### src/hdl/intc_pkg.sv
// intc_pkg: register map, field layout and shared types of the interrupt controller
// assumes an APB slave with 32-bit data, one byte-wide register per aligned word
package intc_pkg;
   localparam int ADDR_W = 16;
   localparam int REG_W = 8;
   localparam logic [1:0] LEVEL_NONE = 2'h0;
   localparam logic [2:0] LEVEL_NMI = 3'h4;
   // printed offsets are not multiples of four: they are indices, byte address = index * 4
   localparam logic [15:0] IDX_PRIO_CSK = 16'hFF20;
   localparam logic [15:0] IDX_PRIO_T03 = 16'hFF21;
   localparam logic [15:0] IDX_EN_TICK = 16'hFF22;
   localparam logic [15:0] IDX_EN_SER = 16'hFF23;
   localparam logic [15:0] IDX_EN_KEY = 16'hFF24;
   localparam logic [15:0] IDX_EN_T03 = 16'hFF25;
   localparam logic [15:0] IDX_PEND_TICK = 16'hFF26;
   localparam logic [15:0] IDX_PEND_SER = 16'hFF27;
   localparam logic [15:0] IDX_PEND_KEY = 16'hFF28;
   localparam logic [15:0] IDX_PEND_T03 = 16'hFF29;
   localparam logic [15:0] IDX_PRIO_T47 = 16'hFF2A;
   localparam logic [15:0] IDX_EN_T47 = 16'hFF2C;
   localparam logic [15:0] IDX_PEND_T47 = 16'hFF2E;
   // own registers: key edge select and cpu mask view
   localparam logic [15:0] IDX_KEY_EDGE = 16'hFF30;
   localparam logic [15:0] IDX_CPU_MASK = 16'hFF31;
   localparam logic [7:0] MASK_TICK = 8'h0F;
   localparam logic [7:0] MASK_SER = 8'h07;
   localparam logic [7:0] MASK_PRIO_CSK = 8'hF3;
   localparam logic [7:0] MASK_PRIO_T = 8'h3C;
   localparam logic [7:0] MASK_PRIO_T47 = 8'h0F;
   localparam logic [7:0] RESET_VAL = 8'h00;
   // priority field positions
   localparam int POS_TICK_LVL = 0;
   localparam int POS_SER_LVL = 4;
   localparam int POS_KEY_LVL = 6;
   localparam int POS_T01_LVL = 2;
   localparam int POS_T23_LVL = 4;
   localparam int POS_T45_LVL = 0;
   localparam int POS_T67_LVL = 2;
   localparam int NUM_GROUPS = 7;
   localparam int STACK_DEPTH = 4;

   typedef struct packed {
      logic [7:0] key;
      logic [7:0] t03;
      logic [7:0] t47;
      logic [2:0] ser;
      logic [3:0] tick;
   } src_vec_s;

   // cpu handshake toward the core
   typedef struct packed {
      logic accept;
      logic nmi;
      logic ret;
   } cpu_evt_s;

   typedef enum logic [1:0] {
      ST_IDLE = 2'b00,
      ST_WAIT = 2'b01
   } apb_st_e;
endpackage : intc_pkg

### src/hdl/prio_intc.sv
// prio_intc: pending flags, enables, group levels and cpu mask nesting
// assumes sources are pins from outside pclk (synchronised here) and an APB master
`timescale 1ns/1ps
module prio_intc #(
   parameter int KEYS = 8
) (
   // apb
   input wire logic pclk,
   input wire logic presetn,
   input wire logic psel,
   input wire logic penable,
   input wire logic pwrite,
   input wire logic [31:0] paddr,
   input wire logic [31:0] pwdata,
   output logic [31:0] prdata,
   output logic pready,
   output logic pslverr,
   // event sources, asynchronous to pclk
   input wire logic [KEYS-1:0] key_in,
   input wire logic [7:0] timer_underflow,
   input wire logic [7:0] timer_match,
   input wire logic [2:0] serial_event,
   input wire logic [3:0] tick_in,
   input wire logic watchdog_nmi,
   // cpu core
   input wire logic opcode_fetch,
   input wire logic return_from_exception,
   output logic [2:0] cpu_level_req,
   output logic [5:0] vector_addr,
   output logic accept_pulse,
   output logic [1:0] cpu_mask
);
   localparam int NSRC = 31;
   // top bit carries the last key pin, so every pin shares one synchroniser
   logic [NSRC:0] raw_async, s1_ff, s2_ff, s3_ff;
   logic [KEYS-1:0] key_edge_ff, nxt_key_edge;
   logic [7:0] pend_key_ff, pend_t03_ff, pend_t47_ff, en_key_ff, en_t03_ff, en_t47_ff;
   logic [2:0] pend_ser_ff, en_ser_ff;
   logic [3:0] pend_tick_ff, en_tick_ff;
   logic [7:0] prio_csk_ff, prio_t03_ff, prio_t47_ff;
   logic [7:0] nxt_pend_key, nxt_pend_t03, nxt_pend_t47, nxt_en_key, nxt_en_t03, nxt_en_t47;
   logic [2:0] nxt_pend_ser, nxt_en_ser;
   logic [3:0] nxt_pend_tick, nxt_en_tick;
   logic [7:0] nxt_prio_csk, nxt_prio_t03, nxt_prio_t47;
   logic [NSRC-1:0] evt;
   intc_pkg::apb_st_e st_ff, nxt_st;
   logic [31:0] prdata_ff, nxt_prdata;
   logic pready_ff, nxt_pready, pslverr_ff, nxt_pslverr;
   logic [1:0] mask_ff, nxt_mask;
   logic [1:0] stack_ff [intc_pkg::STACK_DEPTH];
   logic [1:0] nxt_stack [intc_pkg::STACK_DEPTH];
   logic [2:0] sp_ff, nxt_sp;
   logic [2:0] lvl_ff, nxt_lvl;
   logic [5:0] vec_ff, nxt_vec;
   logic acc_ff, nxt_acc;
   logic nmi_prev_ff;

   assign raw_async = {key_in[KEYS-1], watchdog_nmi, tick_in, serial_event,
                       timer_match[7:4], timer_underflow[7:4], timer_match[3:0],
                       timer_underflow[3:0], key_in[KEYS-2:0]};

   // all sources two-flop synchronised; the third stage only feeds edge detection
   always_ff @(posedge pclk or negedge presetn) begin
      if (!presetn) begin
         s1_ff <= '0;
         s2_ff <= '0;
         s3_ff <= '0;
      end else begin
         s1_ff <= raw_async;
         s2_ff <= s1_ff;
         s3_ff <= s2_ff;
      end
   end

   logic [KEYS-1:0] key_now, key_old, ev_key;
   assign key_now = {s2_ff[NSRC], s2_ff[KEYS-2:0]};
   assign key_old = {s3_ff[NSRC], s3_ff[KEYS-2:0]};

   // event detection: keys per edge select, timer/serial rising, ticks falling
   always_comb begin
      evt = '0;
      ev_key = '0;
      for (int i = 0; i < KEYS; i++) begin
         ev_key[i] = key_edge_ff[i] ? (key_now[i] & ~key_old[i])
                                    : (~key_now[i] & key_old[i]);
      end
      for (int i = 7; i < 26; i++) begin
         evt[i] = s2_ff[i] & ~s3_ff[i];
      end
      for (int i = 26; i < 30; i++) begin
         evt[i] = ~s2_ff[i] & s3_ff[i];
      end
   end

   logic [7:0] ev_t03, ev_t47;
   logic [2:0] ev_ser;
   logic [3:0] ev_tick;
   // underflow at even bit, match at odd bit
   assign ev_t03 = {evt[14], evt[10], evt[13], evt[9], evt[12], evt[8], evt[11], evt[7]};
   assign ev_t47 = {evt[22], evt[18], evt[21], evt[17], evt[20], evt[16], evt[19], evt[15]};
   assign ev_ser = evt[25:23];
   assign ev_tick = evt[29:26];

   function automatic logic [15:0] reg_index(input logic [31:0] a);
      reg_index = a[17:2];
   endfunction : reg_index

   function automatic logic [7:0] w1c(input logic [7:0] cur, input logic [7:0] ev,
                                      input logic hit, input logic [7:0] wd);
      // set beats clear in the same cycle
      w1c = (cur & ~(hit ? wd : 8'h00)) | ev;
   endfunction : w1c

   logic wr_en, rd_en;
   logic [15:0] idx;
   logic [7:0] wd;
   assign idx = reg_index(paddr);
   assign wd = pwdata[7:0];
   assign wr_en = psel & penable & pwrite & (st_ff == intc_pkg::ST_WAIT);
   assign rd_en = psel & penable & ~pwrite & (st_ff == intc_pkg::ST_WAIT);

   logic mapped;
   always_comb begin
      mapped = 1'b1;
      case (idx)
         intc_pkg::IDX_PRIO_CSK: nxt_prdata = {24'h0, prio_csk_ff};
         intc_pkg::IDX_PRIO_T03: nxt_prdata = {24'h0, prio_t03_ff};
         intc_pkg::IDX_PRIO_T47: nxt_prdata = {24'h0, prio_t47_ff};
         intc_pkg::IDX_EN_TICK: nxt_prdata = {28'h0, en_tick_ff};
         intc_pkg::IDX_EN_SER: nxt_prdata = {29'h0, en_ser_ff};
         intc_pkg::IDX_EN_KEY: nxt_prdata = {24'h0, en_key_ff};
         intc_pkg::IDX_EN_T03: nxt_prdata = {24'h0, en_t03_ff};
         intc_pkg::IDX_EN_T47: nxt_prdata = {24'h0, en_t47_ff};
         intc_pkg::IDX_PEND_TICK: nxt_prdata = {28'h0, pend_tick_ff};
         intc_pkg::IDX_PEND_SER: nxt_prdata = {29'h0, pend_ser_ff};
         intc_pkg::IDX_PEND_KEY: nxt_prdata = {24'h0, pend_key_ff};
         intc_pkg::IDX_PEND_T03: nxt_prdata = {24'h0, pend_t03_ff};
         intc_pkg::IDX_PEND_T47: nxt_prdata = {24'h0, pend_t47_ff};
         intc_pkg::IDX_KEY_EDGE: nxt_prdata = {24'h0, key_edge_ff};
         intc_pkg::IDX_CPU_MASK: nxt_prdata = {30'h0, mask_ff};
         default: begin
            nxt_prdata = 32'h0;
            mapped = 1'b0;
         end
      endcase
      if (!rd_en) begin
         nxt_prdata = prdata_ff;
      end
   end

   // one wait state: setup, then access answered on the following edge
   always_comb begin
      nxt_st = st_ff;
      nxt_pready = 1'b0;
      nxt_pslverr = 1'b0;
      case (st_ff)
         intc_pkg::ST_IDLE: begin
            if (psel && !penable) begin
               nxt_st = intc_pkg::ST_WAIT;
            end
         end
         intc_pkg::ST_WAIT: begin
            if (psel && penable && !pready_ff) begin
               nxt_pready = 1'b1;
               nxt_pslverr = ~mapped;
            end else begin
               nxt_st = intc_pkg::ST_IDLE;
            end
         end
         default: nxt_st = intc_pkg::ST_IDLE;
      endcase
   end

   logic wr_fire;
   // a write lands on the completing edge, where the master sees pready high
   assign wr_fire = wr_en & pready_ff;

   always_comb begin
      nxt_en_key = en_key_ff;
      nxt_en_t03 = en_t03_ff;
      nxt_en_t47 = en_t47_ff;
      nxt_en_ser = en_ser_ff;
      nxt_en_tick = en_tick_ff;
      nxt_prio_csk = prio_csk_ff;
      nxt_prio_t03 = prio_t03_ff;
      nxt_prio_t47 = prio_t47_ff;
      nxt_key_edge = key_edge_ff;
      if (wr_fire) begin
         case (idx)
            intc_pkg::IDX_EN_KEY: nxt_en_key = wd;
            intc_pkg::IDX_EN_T03: nxt_en_t03 = wd;
            intc_pkg::IDX_EN_T47: nxt_en_t47 = wd;
            intc_pkg::IDX_EN_SER: nxt_en_ser = wd[2:0];
            intc_pkg::IDX_EN_TICK: nxt_en_tick = wd[3:0];
            intc_pkg::IDX_PRIO_CSK: nxt_prio_csk = wd & intc_pkg::MASK_PRIO_CSK;
            intc_pkg::IDX_PRIO_T03: nxt_prio_t03 = wd & intc_pkg::MASK_PRIO_T;
            intc_pkg::IDX_PRIO_T47: nxt_prio_t47 = wd & intc_pkg::MASK_PRIO_T47;
            intc_pkg::IDX_KEY_EDGE: nxt_key_edge = wd[KEYS-1:0];
            default: ;
         endcase
      end
      nxt_pend_key = w1c(pend_key_ff, ev_key, wr_fire && idx == intc_pkg::IDX_PEND_KEY, wd);
      nxt_pend_t03 = w1c(pend_t03_ff, ev_t03, wr_fire && idx == intc_pkg::IDX_PEND_T03, wd);
      nxt_pend_t47 = w1c(pend_t47_ff, ev_t47, wr_fire && idx == intc_pkg::IDX_PEND_T47, wd);
      nxt_pend_ser = 3'(w1c({5'h0, pend_ser_ff}, {5'h0, ev_ser},
                            wr_fire && idx == intc_pkg::IDX_PEND_SER, wd));
      nxt_pend_tick = 4'(w1c({4'h0, pend_tick_ff}, {4'h0, ev_tick},
                             wr_fire && idx == intc_pkg::IDX_PEND_TICK, wd));
   end

   always_ff @(posedge pclk or negedge presetn) begin
      if (!presetn) begin
         st_ff <= intc_pkg::ST_IDLE;
         prdata_ff <= 32'h0;
         pready_ff <= 1'b0;
         pslverr_ff <= 1'b0;
         pend_key_ff <= intc_pkg::RESET_VAL;
         pend_t03_ff <= intc_pkg::RESET_VAL;
         pend_t47_ff <= intc_pkg::RESET_VAL;
         pend_ser_ff <= 3'h0;
         pend_tick_ff <= 4'h0;
         en_key_ff <= intc_pkg::RESET_VAL;
         en_t03_ff <= intc_pkg::RESET_VAL;
         en_t47_ff <= intc_pkg::RESET_VAL;
         en_ser_ff <= 3'h0;
         en_tick_ff <= 4'h0;
         prio_csk_ff <= intc_pkg::RESET_VAL;
         prio_t03_ff <= intc_pkg::RESET_VAL;
         prio_t47_ff <= intc_pkg::RESET_VAL;
         key_edge_ff <= '0;
      end else begin
         st_ff <= nxt_st;
         prdata_ff <= nxt_prdata;
         pready_ff <= nxt_pready;
         pslverr_ff <= nxt_pslverr;
         pend_key_ff <= nxt_pend_key;
         pend_t03_ff <= nxt_pend_t03;
         pend_t47_ff <= nxt_pend_t47;
         pend_ser_ff <= nxt_pend_ser;
         pend_tick_ff <= nxt_pend_tick;
         en_key_ff <= nxt_en_key;
         en_t03_ff <= nxt_en_t03;
         en_t47_ff <= nxt_en_t47;
         en_ser_ff <= nxt_en_ser;
         en_tick_ff <= nxt_en_tick;
         prio_csk_ff <= nxt_prio_csk;
         prio_t03_ff <= nxt_prio_t03;
         prio_t47_ff <= nxt_prio_t47;
         key_edge_ff <= nxt_key_edge;
      end
   end

   // active sources in fixed vector order: keys 7..0, timers 0-3, serial, ticks, timers 4-7
   logic [NSRC-1:0] act;
   logic [1:0] lvl_of [NSRC];
   assign act = {pend_t47_ff & en_t47_ff, pend_tick_ff & en_tick_ff,
                 pend_ser_ff & en_ser_ff, pend_t03_ff & en_t03_ff,
                 pend_key_ff & en_key_ff};

   // vector slot (word index) of each source; reserved slots skipped
   function automatic logic [5:0] slot_of(input int s);
      if (s < 8) slot_of = 6'(3 + 7 - s);
      else if (s < 16) slot_of = 6'(11 + s - 8);
      else if (s < 19) slot_of = 6'(20 + 18 - s);
      else if (s < 23) slot_of = 6'(26 + 22 - s);
      else slot_of = 6'(30 + s - 23);
   endfunction : slot_of

   for (genvar s = 0; s < NSRC; s++) begin : g_lvl
      if (s < 8) begin : g_k
         assign lvl_of[s] = prio_csk_ff[intc_pkg::POS_KEY_LVL +: 2];
      end else if (s < 12) begin : g_a
         assign lvl_of[s] = prio_t03_ff[intc_pkg::POS_T01_LVL +: 2];
      end else if (s < 16) begin : g_b
         assign lvl_of[s] = prio_t03_ff[intc_pkg::POS_T23_LVL +: 2];
      end else if (s < 19) begin : g_s
         assign lvl_of[s] = prio_csk_ff[intc_pkg::POS_SER_LVL +: 2];
      end else if (s < 23) begin : g_t
         assign lvl_of[s] = prio_csk_ff[intc_pkg::POS_TICK_LVL +: 2];
      end else if (s < 27) begin : g_c
         assign lvl_of[s] = prio_t47_ff[intc_pkg::POS_T45_LVL +: 2];
      end else begin : g_d
         assign lvl_of[s] = prio_t47_ff[intc_pkg::POS_T67_LVL +: 2];
      end
   end

   // highest level wins; within a level the lowest vector slot wins
   logic [1:0] best_lvl;
   logic [5:0] best_slot;
   always_comb begin
      best_lvl = intc_pkg::LEVEL_NONE;
      best_slot = 6'h3F;
      for (int s = 0; s < NSRC; s++) begin
         if (act[s] && lvl_of[s] != intc_pkg::LEVEL_NONE) begin
            if (lvl_of[s] > best_lvl ||
                (lvl_of[s] == best_lvl && slot_of(s) < best_slot)) begin
               best_lvl = lvl_of[s];
               best_slot = slot_of(s);
            end
         end
      end
   end

   logic nmi_edge;
   assign nmi_edge = s2_ff[NSRC-1] & ~nmi_prev_ff;
   logic nmi_hold_ff, nxt_nmi_hold;

   // acceptance sampled at opcode fetch; nmi ignores mask, others need level > mask
   always_comb begin
      nxt_mask = mask_ff;
      nxt_sp = sp_ff;
      nxt_stack = stack_ff;
      nxt_acc = 1'b0;
      nxt_vec = vec_ff;
      nxt_nmi_hold = nmi_hold_ff | nmi_edge;
      nxt_lvl = nmi_hold_ff ? intc_pkg::LEVEL_NMI : {1'b0, best_lvl};
      if (opcode_fetch && nmi_hold_ff) begin
         nxt_acc = 1'b1;
         nxt_nmi_hold = nmi_edge;
         nxt_mask = 2'h3;
         nxt_vec = 6'h2;
         nxt_stack[sp_ff[1:0]] = mask_ff;
         nxt_sp = sp_ff + 3'h1;
      end else if (opcode_fetch && best_lvl > mask_ff) begin
         nxt_acc = 1'b1;
         nxt_mask = best_lvl;
         nxt_vec = best_slot;
         nxt_stack[sp_ff[1:0]] = mask_ff;
         nxt_sp = sp_ff + 3'h1;
      end else if (return_from_exception && sp_ff != 3'h0) begin
         nxt_mask = stack_ff[2'(sp_ff - 3'h1)];
         nxt_sp = sp_ff - 3'h1;
      end
   end

   always_ff @(posedge pclk or negedge presetn) begin
      if (!presetn) begin
         mask_ff <= 2'h0;
         sp_ff <= 3'h0;
         stack_ff <= '{default: 2'h0};
         acc_ff <= 1'b0;
         vec_ff <= 6'h0;
         lvl_ff <= 3'h0;
         nmi_prev_ff <= 1'b0;
         nmi_hold_ff <= 1'b0;
      end else begin
         mask_ff <= nxt_mask;
         sp_ff <= nxt_sp;
         stack_ff <= nxt_stack;
         acc_ff <= nxt_acc;
         vec_ff <= nxt_vec;
         lvl_ff <= nxt_lvl;
         nmi_prev_ff <= s2_ff[NSRC-1];
         nmi_hold_ff <= nxt_nmi_hold;
      end
   end

   assign prdata = prdata_ff;
   assign pready = pready_ff;
   assign pslverr = pslverr_ff;
   assign cpu_level_req = lvl_ff;
   assign vector_addr = vec_ff;
   assign accept_pulse = acc_ff;
   assign cpu_mask = mask_ff;

   a_clear_w1c: assert property (@(posedge pclk) disable iff (!presetn)
      (wr_fire && idx == intc_pkg::IDX_PEND_KEY && wd[0] && !ev_key[0]) |=> !pend_key_ff[0])
      else $error("key pending bit not cleared");
   a_event_sets: assert property (@(posedge pclk) disable iff (!presetn)
      (ev_t03 != 8'h00) |=> ((pend_t03_ff & $past(ev_t03)) == $past(ev_t03)))
      else $error("timer event lost");
   a_accept_mask: assert property (@(posedge pclk) disable iff (!presetn)
      (opcode_fetch && !nmi_hold_ff && best_lvl > mask_ff) |=> (mask_ff == $past(best_lvl)))
      else $error("mask not loaded with level");
   a_masked_none: assert property (@(posedge pclk) disable iff (!presetn)
      (opcode_fetch && !nmi_hold_ff && best_lvl <= mask_ff) |=> !accept_pulse)
      else $error("masked request accepted");
   a_nmi_always: assert property (@(posedge pclk) disable iff (!presetn)
      (opcode_fetch && nmi_hold_ff) |=> (accept_pulse && cpu_mask == 2'h3))
      else $error("nmi not accepted");
   a_ret_restore: assert property (@(posedge pclk) disable iff (!presetn)
      (return_from_exception && sp_ff != 3'h0 &&
       !(opcode_fetch && (nmi_hold_ff || best_lvl > mask_ff)))
      |=> (sp_ff == $past(sp_ff) - 3'h1 && mask_ff <= $past(mask_ff)))
      else $error("mask not restored");
   a_level_zero: assert property (@(posedge pclk) disable iff (!presetn)
      (prio_csk_ff == 8'h0 && prio_t03_ff == 8'h0 && prio_t47_ff == 8'h0 && !nmi_hold_ff)
      |=> cpu_level_req == 3'h0)
      else $error("level 0 group requested");
   a_hold_req: assert property (@(posedge pclk) disable iff (!presetn)
      (pend_key_ff[0] && en_key_ff[0] && prio_csk_ff[intc_pkg::POS_KEY_LVL +: 2] == 2'h2)
      |=> cpu_level_req >= 3'h2)
      else $error("request dropped while pending");
endmodule : prio_intc

### config.mk
export PLATFORM = sky130hd
export DESIGN_NAME = prio_intc
export DESIGN_NICKNAME = d
export VERILOG_FILES = /design/src/hdl/intc_pkg.sv /design/src/hdl/prio_intc.sv
export SDC_FILE = /design/constraint.sdc
export NUM_CORES = 1
export LEC_CHECK = 0
export ABC_AREA = 0
export BUFFER_PORTS_ARGS = -buffer_cell sky130_fd_sc_hd__buf_2
export CAP_MARGIN = 15
export CORE_ASPECT_RATIO = 1.5
export CORE_MARGIN = 1.5
export CORE_UTILIZATION = 46
export DETAILED_ROUTE_END_ITERATION = 8
export GPL_ROUTABILITY_DRIVEN = 0
export PLACE_DENSITY = 0.66
export SETUP_SLACK_MARGIN = 0.5
export SYNTH_ARGS = -nofsm -noshare
export SYNTH_HDL_FRONTEND = slang
export SYNTH_SLANG_ARGS = --single-unit
### constraint.sdc
create_clock -name pclk -period 54 [get_ports pclk]
set_input_delay 8.1 -clock pclk [delete_from_list [all_inputs] [get_ports pclk]]
set_output_delay 8.1 -clock pclk [all_outputs]
set_load 0.05 [all_outputs]
==> flow_summary.yaml, run 1 <==
status:
  status: "finished clean"
yosys:
  synth_seq_area_share_pct: 46.3
  yosys-top-cells-area: "dfrtp_1 46%, mux2_2 7.8%, ha_1 7.1%"
  synthFlopType: "dfrtp_1"
  synthCells: 1165
  synthSimpleGateAreaFrac_pct: 15.7
  yosysUniqueCellTypes: 78
  syn_area_sq_mm: 0.0116
  synth_top_family_by_area: "compound AO/OA/AOI/OAI gates"
  synth_compound_area_share_pct: 17.2
  synth.largest_area_cell: "dfrtp_1"
  synth_area_per_cell_sq_um: 9.98
  synth_xor_area_share_pct: 0.0753
  async_flop_share_pct: 100
  synth_edf_count: 0
  ys_warn_count: 0
  synthAdderAreaFrac_pct: 7.10
  synth_mux_area_share_pct: 9.13
  yosysTopAreaCellShare_pct: 46.3
  ys_seq_elements: 215
die:
  die_height_um: 198
  dieWidth_um: 133
  die-area_sq_mm: 0.0263
  row_count: 71
  coreArea_sq_mm: 0.0250
  ios: 149
  start_util_pct: 46.6
setup_path:
  critPathLaunchType: "flop"
  cp.required_ns: 54.37
  path_class: "reg2reg"
  arrival_ns: 46.64
  max_stage_delay_ns: 0.64
  cp_max_fo: 15
  crit_top_cell: "ha_1"
  crit_slowest_cell: "a21oi_1"
  endpoint_kind: "flop"
power_and_ir_drop:
  seqPwrFrac_pct: 49.0
  p_clk_share_pct: 37.5
  switching_share_pct: 27.3
  p_leak_uw: 0.00594
  combPwrFrac_pct: 13.4
  power_switching_uw: 99.6
  cellPowerDensity_mw_per_mm2: 28.2
  p_total_uw: 365
  vdd_drop_max_mv: 0.0368
  p_int_uw: 266
clocking:
  clock_latency_ns: 0.50
  cts_num_sinks: 215
  postCtsHoldBufs: 0
  cts_setup_buffers: 0
  cts_buffers: 20
  clockRootBuffer: "clkbuf_16"
  h-tree-depth: 1
  cts.clk_slew.worst_paths_ns: 0.07
  cts_tree: "built"
  cts_max_path_buffers: 3
  cts_resized: 0
finish:
  fin_util_pct: 51.9
  layout-drive-gt1-share_pct: 18.1
  area_delta_synth_final_pct: 11.4
  multi_input_area_sq_mm: 0.00582
  fin_nets: 1420
  fill_cells: 2224
  seqCellArea_sq_mm: 0.00538
global_routing:
  grt_pass1_vias: 9063
  antenna_found_initial: 2
  grt_start_max_net_pins: 82
  grt_overflow: 0
  grt.total_usage_pct: 22.6
  grt_pass1_wl_mm: 47.0
timing:
  drv_slew: 0
  final_hold_viol_count: 0
  max_freq_mhz: 21.6
  slew-limit-headroom_pct: 34.6
  tightestPinTransition_ns: 0.973
  finalSetupViolCount: 0
  rsz0062_at_grt: "no"
  period_minus_slack_ns: 46.27
  period_share_pct: 85.7
  fin_tns_setup_ns: 0
  skew_ns: 0.0139
hold_path:
  hold_class: "reg2reg"
drt:
  drc: 0
  wl_per_cell_um: 18.3
  drt_iter0_drc: 600
  via_count: 9178
  drt_first_pass_iters: 5
  drt-total-wl_mm: 29.1
  viasPerCell: 5.77
  postRouteAntennaNets: 0
placement:
  hpwl_mm: 22.3
  io_buffer_count: 84
flow_run:
  drv_cap: 0
## final cells by class
type                       count  area share (%)
inverter                      68            1.97
clock inverter                 4           0.493
multi-input combinational    858            44.9
sequential                   215            41.5
antenna                        1          0.0193
timing repair buffer          88            3.55
clock buffer                  29            4.36
tap                          328            3.17
## synthesized netlist by cell type (all sizes together) (5+ instances only)
library cell / n
a211oi: 7
a21o: 11
a21oi: 55
a221oi: 14
a222oi: 5
a22o: 9
a22oi: 16
a31oi: 11
and2: 5
buf: 26
clkbuf: 21
dfrtp: 215
ha: 66
inv: 67
mux2: 81
mux2i: 10
nand2: 174
nand2b: 22
nand3: 29
nand4: 6
nor2: 82
nor2b: 10
nor3: 24
nor3b: 8
nor4: 10
o211ai: 19
o21ai: 66
o21bai: 5
o22ai: 8
o31ai: 5
or2: 8
or3: 5
## power groups by stage
stage / registers [uW] / clock network [uW] / logic, uW
finish: 179 / 137 / 49.0
global route: 181 / 147 / 54.4
CTS: 179 / 140 / 49.7
detailed placement: 182 / 0 / 49.3
global placement: 182 / 0 / 48.2
floorplan: 191 / 0 / 25.7
## sequential cells by signal (all words and copies together) (netlist names), 6 cells and up
| signal | flops |
|---|---|
| s1_ff | 32 |
| s2_ff | 32 |
| s3_ff | 32 |
| en_key_ff | 8 |
| en_t03_ff | 8 |
| en_t47_ff | 8 |
| key_edge_ff | 8 |
| pend_key_ff | 8 |
| pend_t03_ff | 8 |
| pend_t47_ff | 8 |
| prdata | 8 |
| stack_ff | 8 |
| prio_csk_ff | 6 |
| vector_addr | 6 |
## worst max-delay path, delay by kind of cell, from the launching register on
kind,cells,cell delay [ns]
mux,19,6.31
flops,1,0.49
buf+inv,14,1.60
fa+ha+maj,30,8.66
compound gates,63,13.88
simple gates,75,15.04
## cell families (layout without fill, tap and decap cells)
group                    after synthesis  after routing
AO/OA/AOI/OAI                        279            279
XOR/XNOR                               1              1
adder cells (fa/ha/maj)               66             66
buffers and inverters                115            189
flip-flops                           215            215
multiplexers                          93             93
other                                  1             25
AND/OR/NAND/NOR                      395            395
## path summary, 6_finish.rpt
path,start,to,slack [ns],depth (start not counted)
max,prio_csk_ff[6]$_DFFE_PN0P_,stack_ff[0]$_DFFE_PN0P_,7.73,201
min,s1_ff[27]$_DFF_PN0_,s2_ff[27]$_DFF_PN0_,0.35,0
max reg2reg,prio_csk_ff[6]$_DFFE_PN0P_,stack_ff[0]$_DFFE_PN0P_,7.73,201
min reg2reg,s1_ff[27]$_DFF_PN0_,s2_ff[27]$_DFF_PN0_,0.35,0
max in group asynchronous,presetn,stack_ff[5]$_DFFE_PN0P_,45.10,2
min in group asynchronous,presetn,vector_addr[4]$_DFFE_PN0P_,7.50,1
## metal layers
layer,part of all wire (%),vias up,global-route usage (%)
met3,5.5,80,3.56
met2,50,316,40.3
met5,0.024,-,0
li1,-,4347,-
met1,39,4433,26.4
met4,5.1,2,11.2
## through the flow
step / cells / hold slack, ns / worst slack, ns / cell area, sq um
floorplan: 1188 / 0.331 / 14.81 / 11700
global placement: 1557 / 0.332 / 8.92 / 12300
detailed placement: 1557 / 0.335 / 8.26 / 12300
CTS: 1590 / 0.348 / 8.05 / 13000
global route: 1591 / 0.353 / 3.79 / 13000
finish: 1591 / 0.346 / 7.73 / 13000
## cells in the final DEF (no fill, tap or decap), types with 4 or more instances in the layout
cell,count
nor2_1,82
a21o_1,11
o21a_1,4
a211oi_1,7
nor4_1,7
a32o_1,4
buf_2,83
o21bai_1,4
a22o_1,9
nor2b_1,10
a222oi_1,5
a22oi_1,16
conb_1,24
nand3_1,29
nand2_1,173
clkbuf_16,20
nor3b_1,8
a21oi_1,55
and2_1,5
mux2_2,81
o211ai_1,19
nand4_1,6
a221oi_1,13
a31oi_1,11
a21boi_0,4
buf_4,4
or3_1,5
clkbuf_1,6
or2_2,8
ha_1,66
nand2b_1,22
nor3_1,23
o22ai_1,7
inv_1,64
o21ai_0,65
mux2i_1,9
dfrtp_1,215
Power figures use the tool's default switching activity.
==> run 2: changes to the inputs <==
- ABC_AREA: 0 -> 1
==> run 2 against run 1 <==
Cell count grew 14%. Non-clock buffer count grew 1. Worst hold slack lost 0.00088 ns. Synthesized cell count grew 19%. Utilization grew 1.0 points. Register-to-register slack gained 13 ns. Clock power grew 20%. Combinational power shrank 3%. Clock skew shrank 0.0039 ns. Clock-buffer cell count shrank 1.
==> flow_summary.yaml, run 2 <==
finish:
  layout_commonest_cell: "nand2_1"
  antennaDiodeCount: 0
  fill_cells: 2372
  finalNonFillerCells: 1814
  largest_registers: "s1_ff x32, s2_ff x32, s3_ff x32"
  final_cell_mix: "312 x nand2_1, 215 x dfrtp_1, 203 x inv_1"
  area_delta_synth_final_pct: 13.0
  layout-drive-gt1-share_pct: 12.1
  fin_nets: 1644
timing:
  whs_ns: 0.345
  setup_slack_ns: 20.93
  final_hold_viol_count: 0
  skew_ns: 0.00993
  drv_slew: 0
  period_share_pct: 61.2
  tightestPinTransition_ns: 1.05
  slew-limit-headroom_pct: 29.8
  rsz0062_at_grt: "no"
  fin_tns_setup_ns: 0
  max_freq_mhz: 30.2
  finalSetupViolCount: 0
  period_minus_slack_ns: 33.07
power_and_ir_drop:
  p_leak_uw: 0.00635
  cellPowerDensity_mw_per_mm2: 30.1
  power_switching_uw: 102
  p_clk_share_pct: 42.2
  switching_share_pct: 26.3
  vdd_drop_max_mv: 0.0283
  seqPwrFrac_pct: 45.6
  combPwrFrac_pct: 12.2
  p_int_uw: 286
setup_path:
  critPathLaunchType: "flop"
  max_stage_delay_ns: 0.79
  endpoint_kind: "flop"
  r2r-start: "prio_csk_ff[7]$_DFFE_PN0P_"
  path_class: "reg2reg"
  reg2reg_slack_ns: 20.93
  worst_r2r_endpoint: "cpu_mask[1]$_DFFE_PN0P_"
  arrival_ns: 33.46
  worst-r2r-cell-count: 207
  cp.required_ns: 54.39
  cpLargestDelayFamily: "compound AO/OA/AOI/OAI gates"
  crit_top_cell: "nand2_1"
  worst-path-buf-inv: 23
  cp_max_fo: 15
  crit_slowest_cell: "a2111oi_0"
clocking:
  cts_resized: 0
  cts_num_sinks: 215
  cts_setup_buffers: 0
  cts.clk_slew.worst_paths_ns: 0.06
  cts_max_path_buffers: 3
  cts_tree: "built"
  postCtsHoldBufs: 0
  clockRootBuffer: "clkbuf_16"
  clock_latency_ns: 0.51
  h-tree-depth: 1
  cts_buffers: 22
drt:
  drc: 0
  drt_iter0_drc: 618
  postRouteAntennaNets: 0
  drt-total-wl_mm: 28.1
  viasPerCell: 5.22
  via_count: 9471
  drt_first_pass_iters: 5
  wl_per_cell_um: 15.5
yosys:
  ys_warn_count: 0
  syn_area_sq_mm: 0.0114
  yosysTopAreaCellShare_pct: 47.2
  synthFlopType: "dfrtp_1"
  netlist_top_cells_count: "312 x nand2_1, 215 x dfrtp_1, 203 x inv_1"
  synthCells: 1382
  synth.largest_area_cell: "dfrtp_1"
  async_flop_share_pct: 100
  synth_edf_count: 0
  ys_seq_elements: 215
  yosys-top-cells-area: "dfrtp_1 47%, nand2_1 10%, ha_1 7.2%"
  synth_area_per_cell_sq_um: 8.26
  synth.most_common_cell: "nand2_1"
  yosysUniqueCellTypes: 49
  synth_seq_area_share_pct: 47.2
die:
  coreArea_sq_mm: 0.0243
  start_util_pct: 46.9
  die_height_um: 196
  dieWidth_um: 132
  ios: 149
  row_count: 70
  die-area_sq_mm: 0.0258
hold_path:
  worstHoldPathCells: 0
  hold_class: "reg2reg"
  hold_end: "s2_ff[26]$_DFF_PN0_"
  holdCritStartpoint: "s1_ff[26]$_DFF_PN0_"
placement:
  dp.cells: 1775
  io_buffer_count: 84
  place_ws_ns: 21.12
  hpwl_mm: 21.3
flow_run:
  drv_cap: 0
global_routing:
  grt_overflow: 0
  antenna_found_initial: 0
  grt_pass1_wl_mm: 45.5
  grt_start_max_net_pins: 142
  grt_pass1_vias: 9194
  grt.total_usage_pct: 22.0
status:
  status: "finished clean"
[run 2: routing by layer]
layer	routed length [um]	GRT usage, %
met1	11200	26.0
met2	14200	39.8
met3	1220	2.64
met4	1380	10.4
met5	0	0
[run 2: worst register-to-register path: cells and delay by family, from the launching register on]
kind            cells  cell delay (ns)
simple gates       95            10.18
buf+inv            23             2.07
compound gates     59            10.91
fa+ha+maj          30             8.99
flops               1             0.75
[run 2: worst max-delay path by stage]
stage                               start                      end  slack (ns)  depth (start not counted)
2_1_floorplan  prio_csk_ff[7]$_DFFE_PN0P_  cpu_mask[1]$_DFFE_PN0P_       25.39                        212
3_3_place_gp   prio_csk_ff[7]$_DFFE_PN0P_  cpu_mask[1]$_DFFE_PN0P_       21.60                        207
3_5_place_dp   prio_csk_ff[7]$_DFFE_PN0P_     sp_ff[1]$_DFFE_PN0P_       21.12                        206
4_1_cts        prio_csk_ff[7]$_DFFE_PN0P_     sp_ff[1]$_DFFE_PN0P_       21.06                        206
5_1_grt        prio_csk_ff[7]$_DFFE_PN0P_  cpu_mask[1]$_DFFE_PN0P_       16.81                        207
6_report       prio_csk_ff[7]$_DFFE_PN0P_  cpu_mask[1]$_DFFE_PN0P_       20.93                        207
[run 2: area by class of cell]
cell class	instances	area [sq um]	area share (%)
clock buffers	28	634	4.92
well taps	324	405	3.15
inverters	211	792	6.15
flip-flops and latches	215	5380	41.8
repair buffers	89	468	3.63
multi-input cells	936	5040	39.1
clock inverters	11	163	1.26
[run 2: power by group through the flow]
stage | logic, uW | clock network [uW] | registers, uW
6_report | 47.4 | 164 | 177
3_3_place_gp | 47.0 | 0 | 179
5_1_grt | 53.0 | 173 | 178
4_1_cts | 47.9 | 167 | 177
3_5_place_dp | 47.7 | 0 | 180
2_1_floorplan | 25.5 | 0 | 187
[run 2: metrics by stage]
step / instance area (sq um) / total power [uW] / utilization [%]
after CTS: 12900 / 392 / 52.9
after detailed placement: 12100 / 228 / 49.7
after global placement: 12100 / 226 / 49.7
after global routing: 12900 / 405 / 52.9
after floorplan: 11500 / 213 / -
final: 12900 / 388 / 52.9
[run 2: cell families after synthesis]
group	count (synthesis)	synth area share (%)
and+or+nand+nor	534	20.7
DFF	215	47.2
xor gates and xnor gates	1	0.0768
AOI/OAI and AO/OA	310	15.2
adders and majority gates	66	7.24
other	1	0.0329
muxes	1	0.0987
buffers and inverters	254	9.44
==> run 3: changes to the inputs <==
- ABC_AREA: 1 -> 0
- clock period: 54 -> 31.3 ns (I/O delays scaled with it)
==> run 3 against run 2 <==
The run now ends with setup timing left. Register-to-register slack lost 27 ns. Sequential power grew 76%. Non-clock buffer count grew 323. Maximum frequency shrank 11%. Utilization grew 16 points. First-iteration DRC count grew 36%. Clock power grew 68%. Critical path depth grew 7. Largest power group unchanged.
==> flow_summary.yaml, run 3 (synthesized netlist as in run 1, its figures left out) <==
status:
  status: "finished with violations"
  violations: "setup timing"
placement:
  place_ws_ns: -5.26
  placed_cell_area_sq_mm: 0.0147
  hpwl_mm: 25.5
  io_buffer_count: 84
global_routing:
  grt_pass1_wl_mm: 59.5
  grt.total_usage_pct: 29.1
  grt_pass1_vias: 11200
  grt_overflow: 0
  antenna_found_initial: 0
  grt_start_max_net_pins: 135
finish:
  layout-drive-gt1-share_pct: 49.2
  fin_nets: 1746
  fin_util_pct: 68.8
  largest_registers: "s1_ff x32, s2_ff x32, s3_ff x32"
  layout_commonest_cell: "buf_4"
  area_delta_synth_final_pct: 47.8
  final_area_sq_mm: 0.0172
  final_cell_mix: "317 x buf_4, 214 x dfrtp_1, 146 x nand2_1"
  antennaDiodeCount: 0
timing:
  period_share_pct: 118
  drv_slew: 0
  skew_ns: 0.0297
  max_freq_mhz: 27.1
  finalSetupViolCount: 22
  whs_ns: 0.346
  final_hold_viol_count: 0
  slew-limit-headroom_pct: 34.1
  rsz0062_at_grt: "yes"
  period_minus_slack_ns: 36.96
  tightestPinTransition_ns: 0.988
  setup_slack_ns: -5.66
clocking:
  clockRootBuffer: "clkbuf_16"
  cts_max_path_buffers: 3
  clock_latency_ns: 0.53
  cts_num_sinks: 215
  cts_buffers: 22
  cts_tree: "built"
  h-tree-depth: 1
  cts.clk_slew.worst_paths_ns: 0.06
hold_path:
  hold_class: "reg2reg"
drt:
  wl_per_cell_um: 20.7
  postRouteAntennaNets: 0
  drt-total-wl_mm: 39.8
  drt_first_pass_iters: 6
  drc: 0
  via_count: 11000
  viasPerCell: 5.74
  drt_iter0_drc: 841
power_and_ir_drop:
  p_leak_uw: 0.00799
  p_clk_share_pct: 39.3
  power_switching_uw: 195
  p_total_uw: 701
  cellPowerDensity_mw_per_mm2: 40.8
  vdd_drop_max_mv: 0.0447
  seqPwrFrac_pct: 44.5
  combPwrFrac_pct: 16.2
  switching_share_pct: 27.8
  p_int_uw: 506
setup_path:
  cp.required_ns: 31.73
  endpoint_kind: "flop"
  worst-path-buf-inv: 57
  path_class: "reg2reg"
  cp_max_fo: 5
  critPathLaunchType: "flop"
  cpLargestDelayFamily: "compound AO/OA/AOI/OAI gates"
  crit_top_cell: "buf_4"
  arrival_ns: 37.39
  max_stage_delay_ns: 0.55
  crit_slowest_cell: "or4_4"
die:
  die-area_sq_mm: 0.0263
  ios: 149
  coreArea_sq_mm: 0.0250
  dieWidth_um: 133
  row_count: 71
  die_height_um: 198
  start_util_pct: 46.6
flow_run:
  drv_cap: 0
==> run 3: worst reg2reg max path, delay by kind of cell, from the launching register on <==
kind	cells	cell delay, ns
fa+ha+maj	24	6.57
simple gates	59	7.94
mux	18	5.32
buf+inv	57	7.24
compound gates	56	9.33
flops	1	0.39
==> run 3: layer usage <==
layer,vias up,track usage (%),wire (um)
met5,-,0,0
met4,0,18.7,3180
met3,198,4.43,2490
met2,509,52.8,20000
met1,5330,31.6,14200
li1,4985,-,-
==> run 3: path summary, 6_finish.rpt <==
check | start | end | slack (ns) | depth (start not counted)
hold reg to reg | s1_ff[16]$_DFF_PN0_ | s2_ff[16]$_DFF_PN0_ | 0.35 | 0
min in group asynchronous | presetn | cpu_level_req[1]$_DFF_PN0_ | 4.29 | 1
hold / removal | s1_ff[16]$_DFF_PN0_ | s2_ff[16]$_DFF_PN0_ | 0.35 | 0
setup / recovery | en_key_ff[0]$_DFFE_PN0P_ | vector_addr[1]$_DFFE_PN0P_ | -5.66 | 214
setup reg to reg | en_key_ff[0]$_DFFE_PN0P_ | vector_addr[1]$_DFFE_PN0P_ | -5.66 | 214
max in group asynchronous | presetn | s3_ff[8]$_DFF_PN0_ | 25.39 | 2
==> run 3: through the flow <==
step	setup TNS, ns	instances
2_1_floorplan	-88.94	1188
3_3_place_gp	-99.16	1739
3_5_place_dp	-110.95	1739
4_1_cts	-93.60	1885
5_1_grt	-154.29	1919
6_report	-119.66	1919
==> run 3: final cells by class <==
| cell class | count | area (sq um) |
|---|---|---|
| fillers | 1811 | 7780 |
| multi-input cells | 858 | 7430 |
| flip-flops and latches | 215 | 5380 |
| repair buffers | 412 | 2930 |
| clock buffers | 26 | 576 |
| well taps | 328 | 410 |
| inverters | 68 | 273 |
| clock inverters | 12 | 184 |
==> run 3: power groups by stage <==
stage | clock, uW | combinational, uW | sequential (uW)
after global routing | 292 | 123 | 313
after floorplan | 0 | 51.1 | 330
after global placement | 0 | 92.6 | 314
after CTS | 279 | 100 | 310
after detailed placement | 0 | 95.0 | 315
final | 275 | 114 | 312
==> run 3: what timing repair did <==
item / CTS / global route
hold buffers: 0 / 0
cloned: 0 / 0
buffers inserted: 108 / 34
pin swaps: 70 / 138
setup endpoints to repair: 22 / 22
resized for setup: 50 / 100
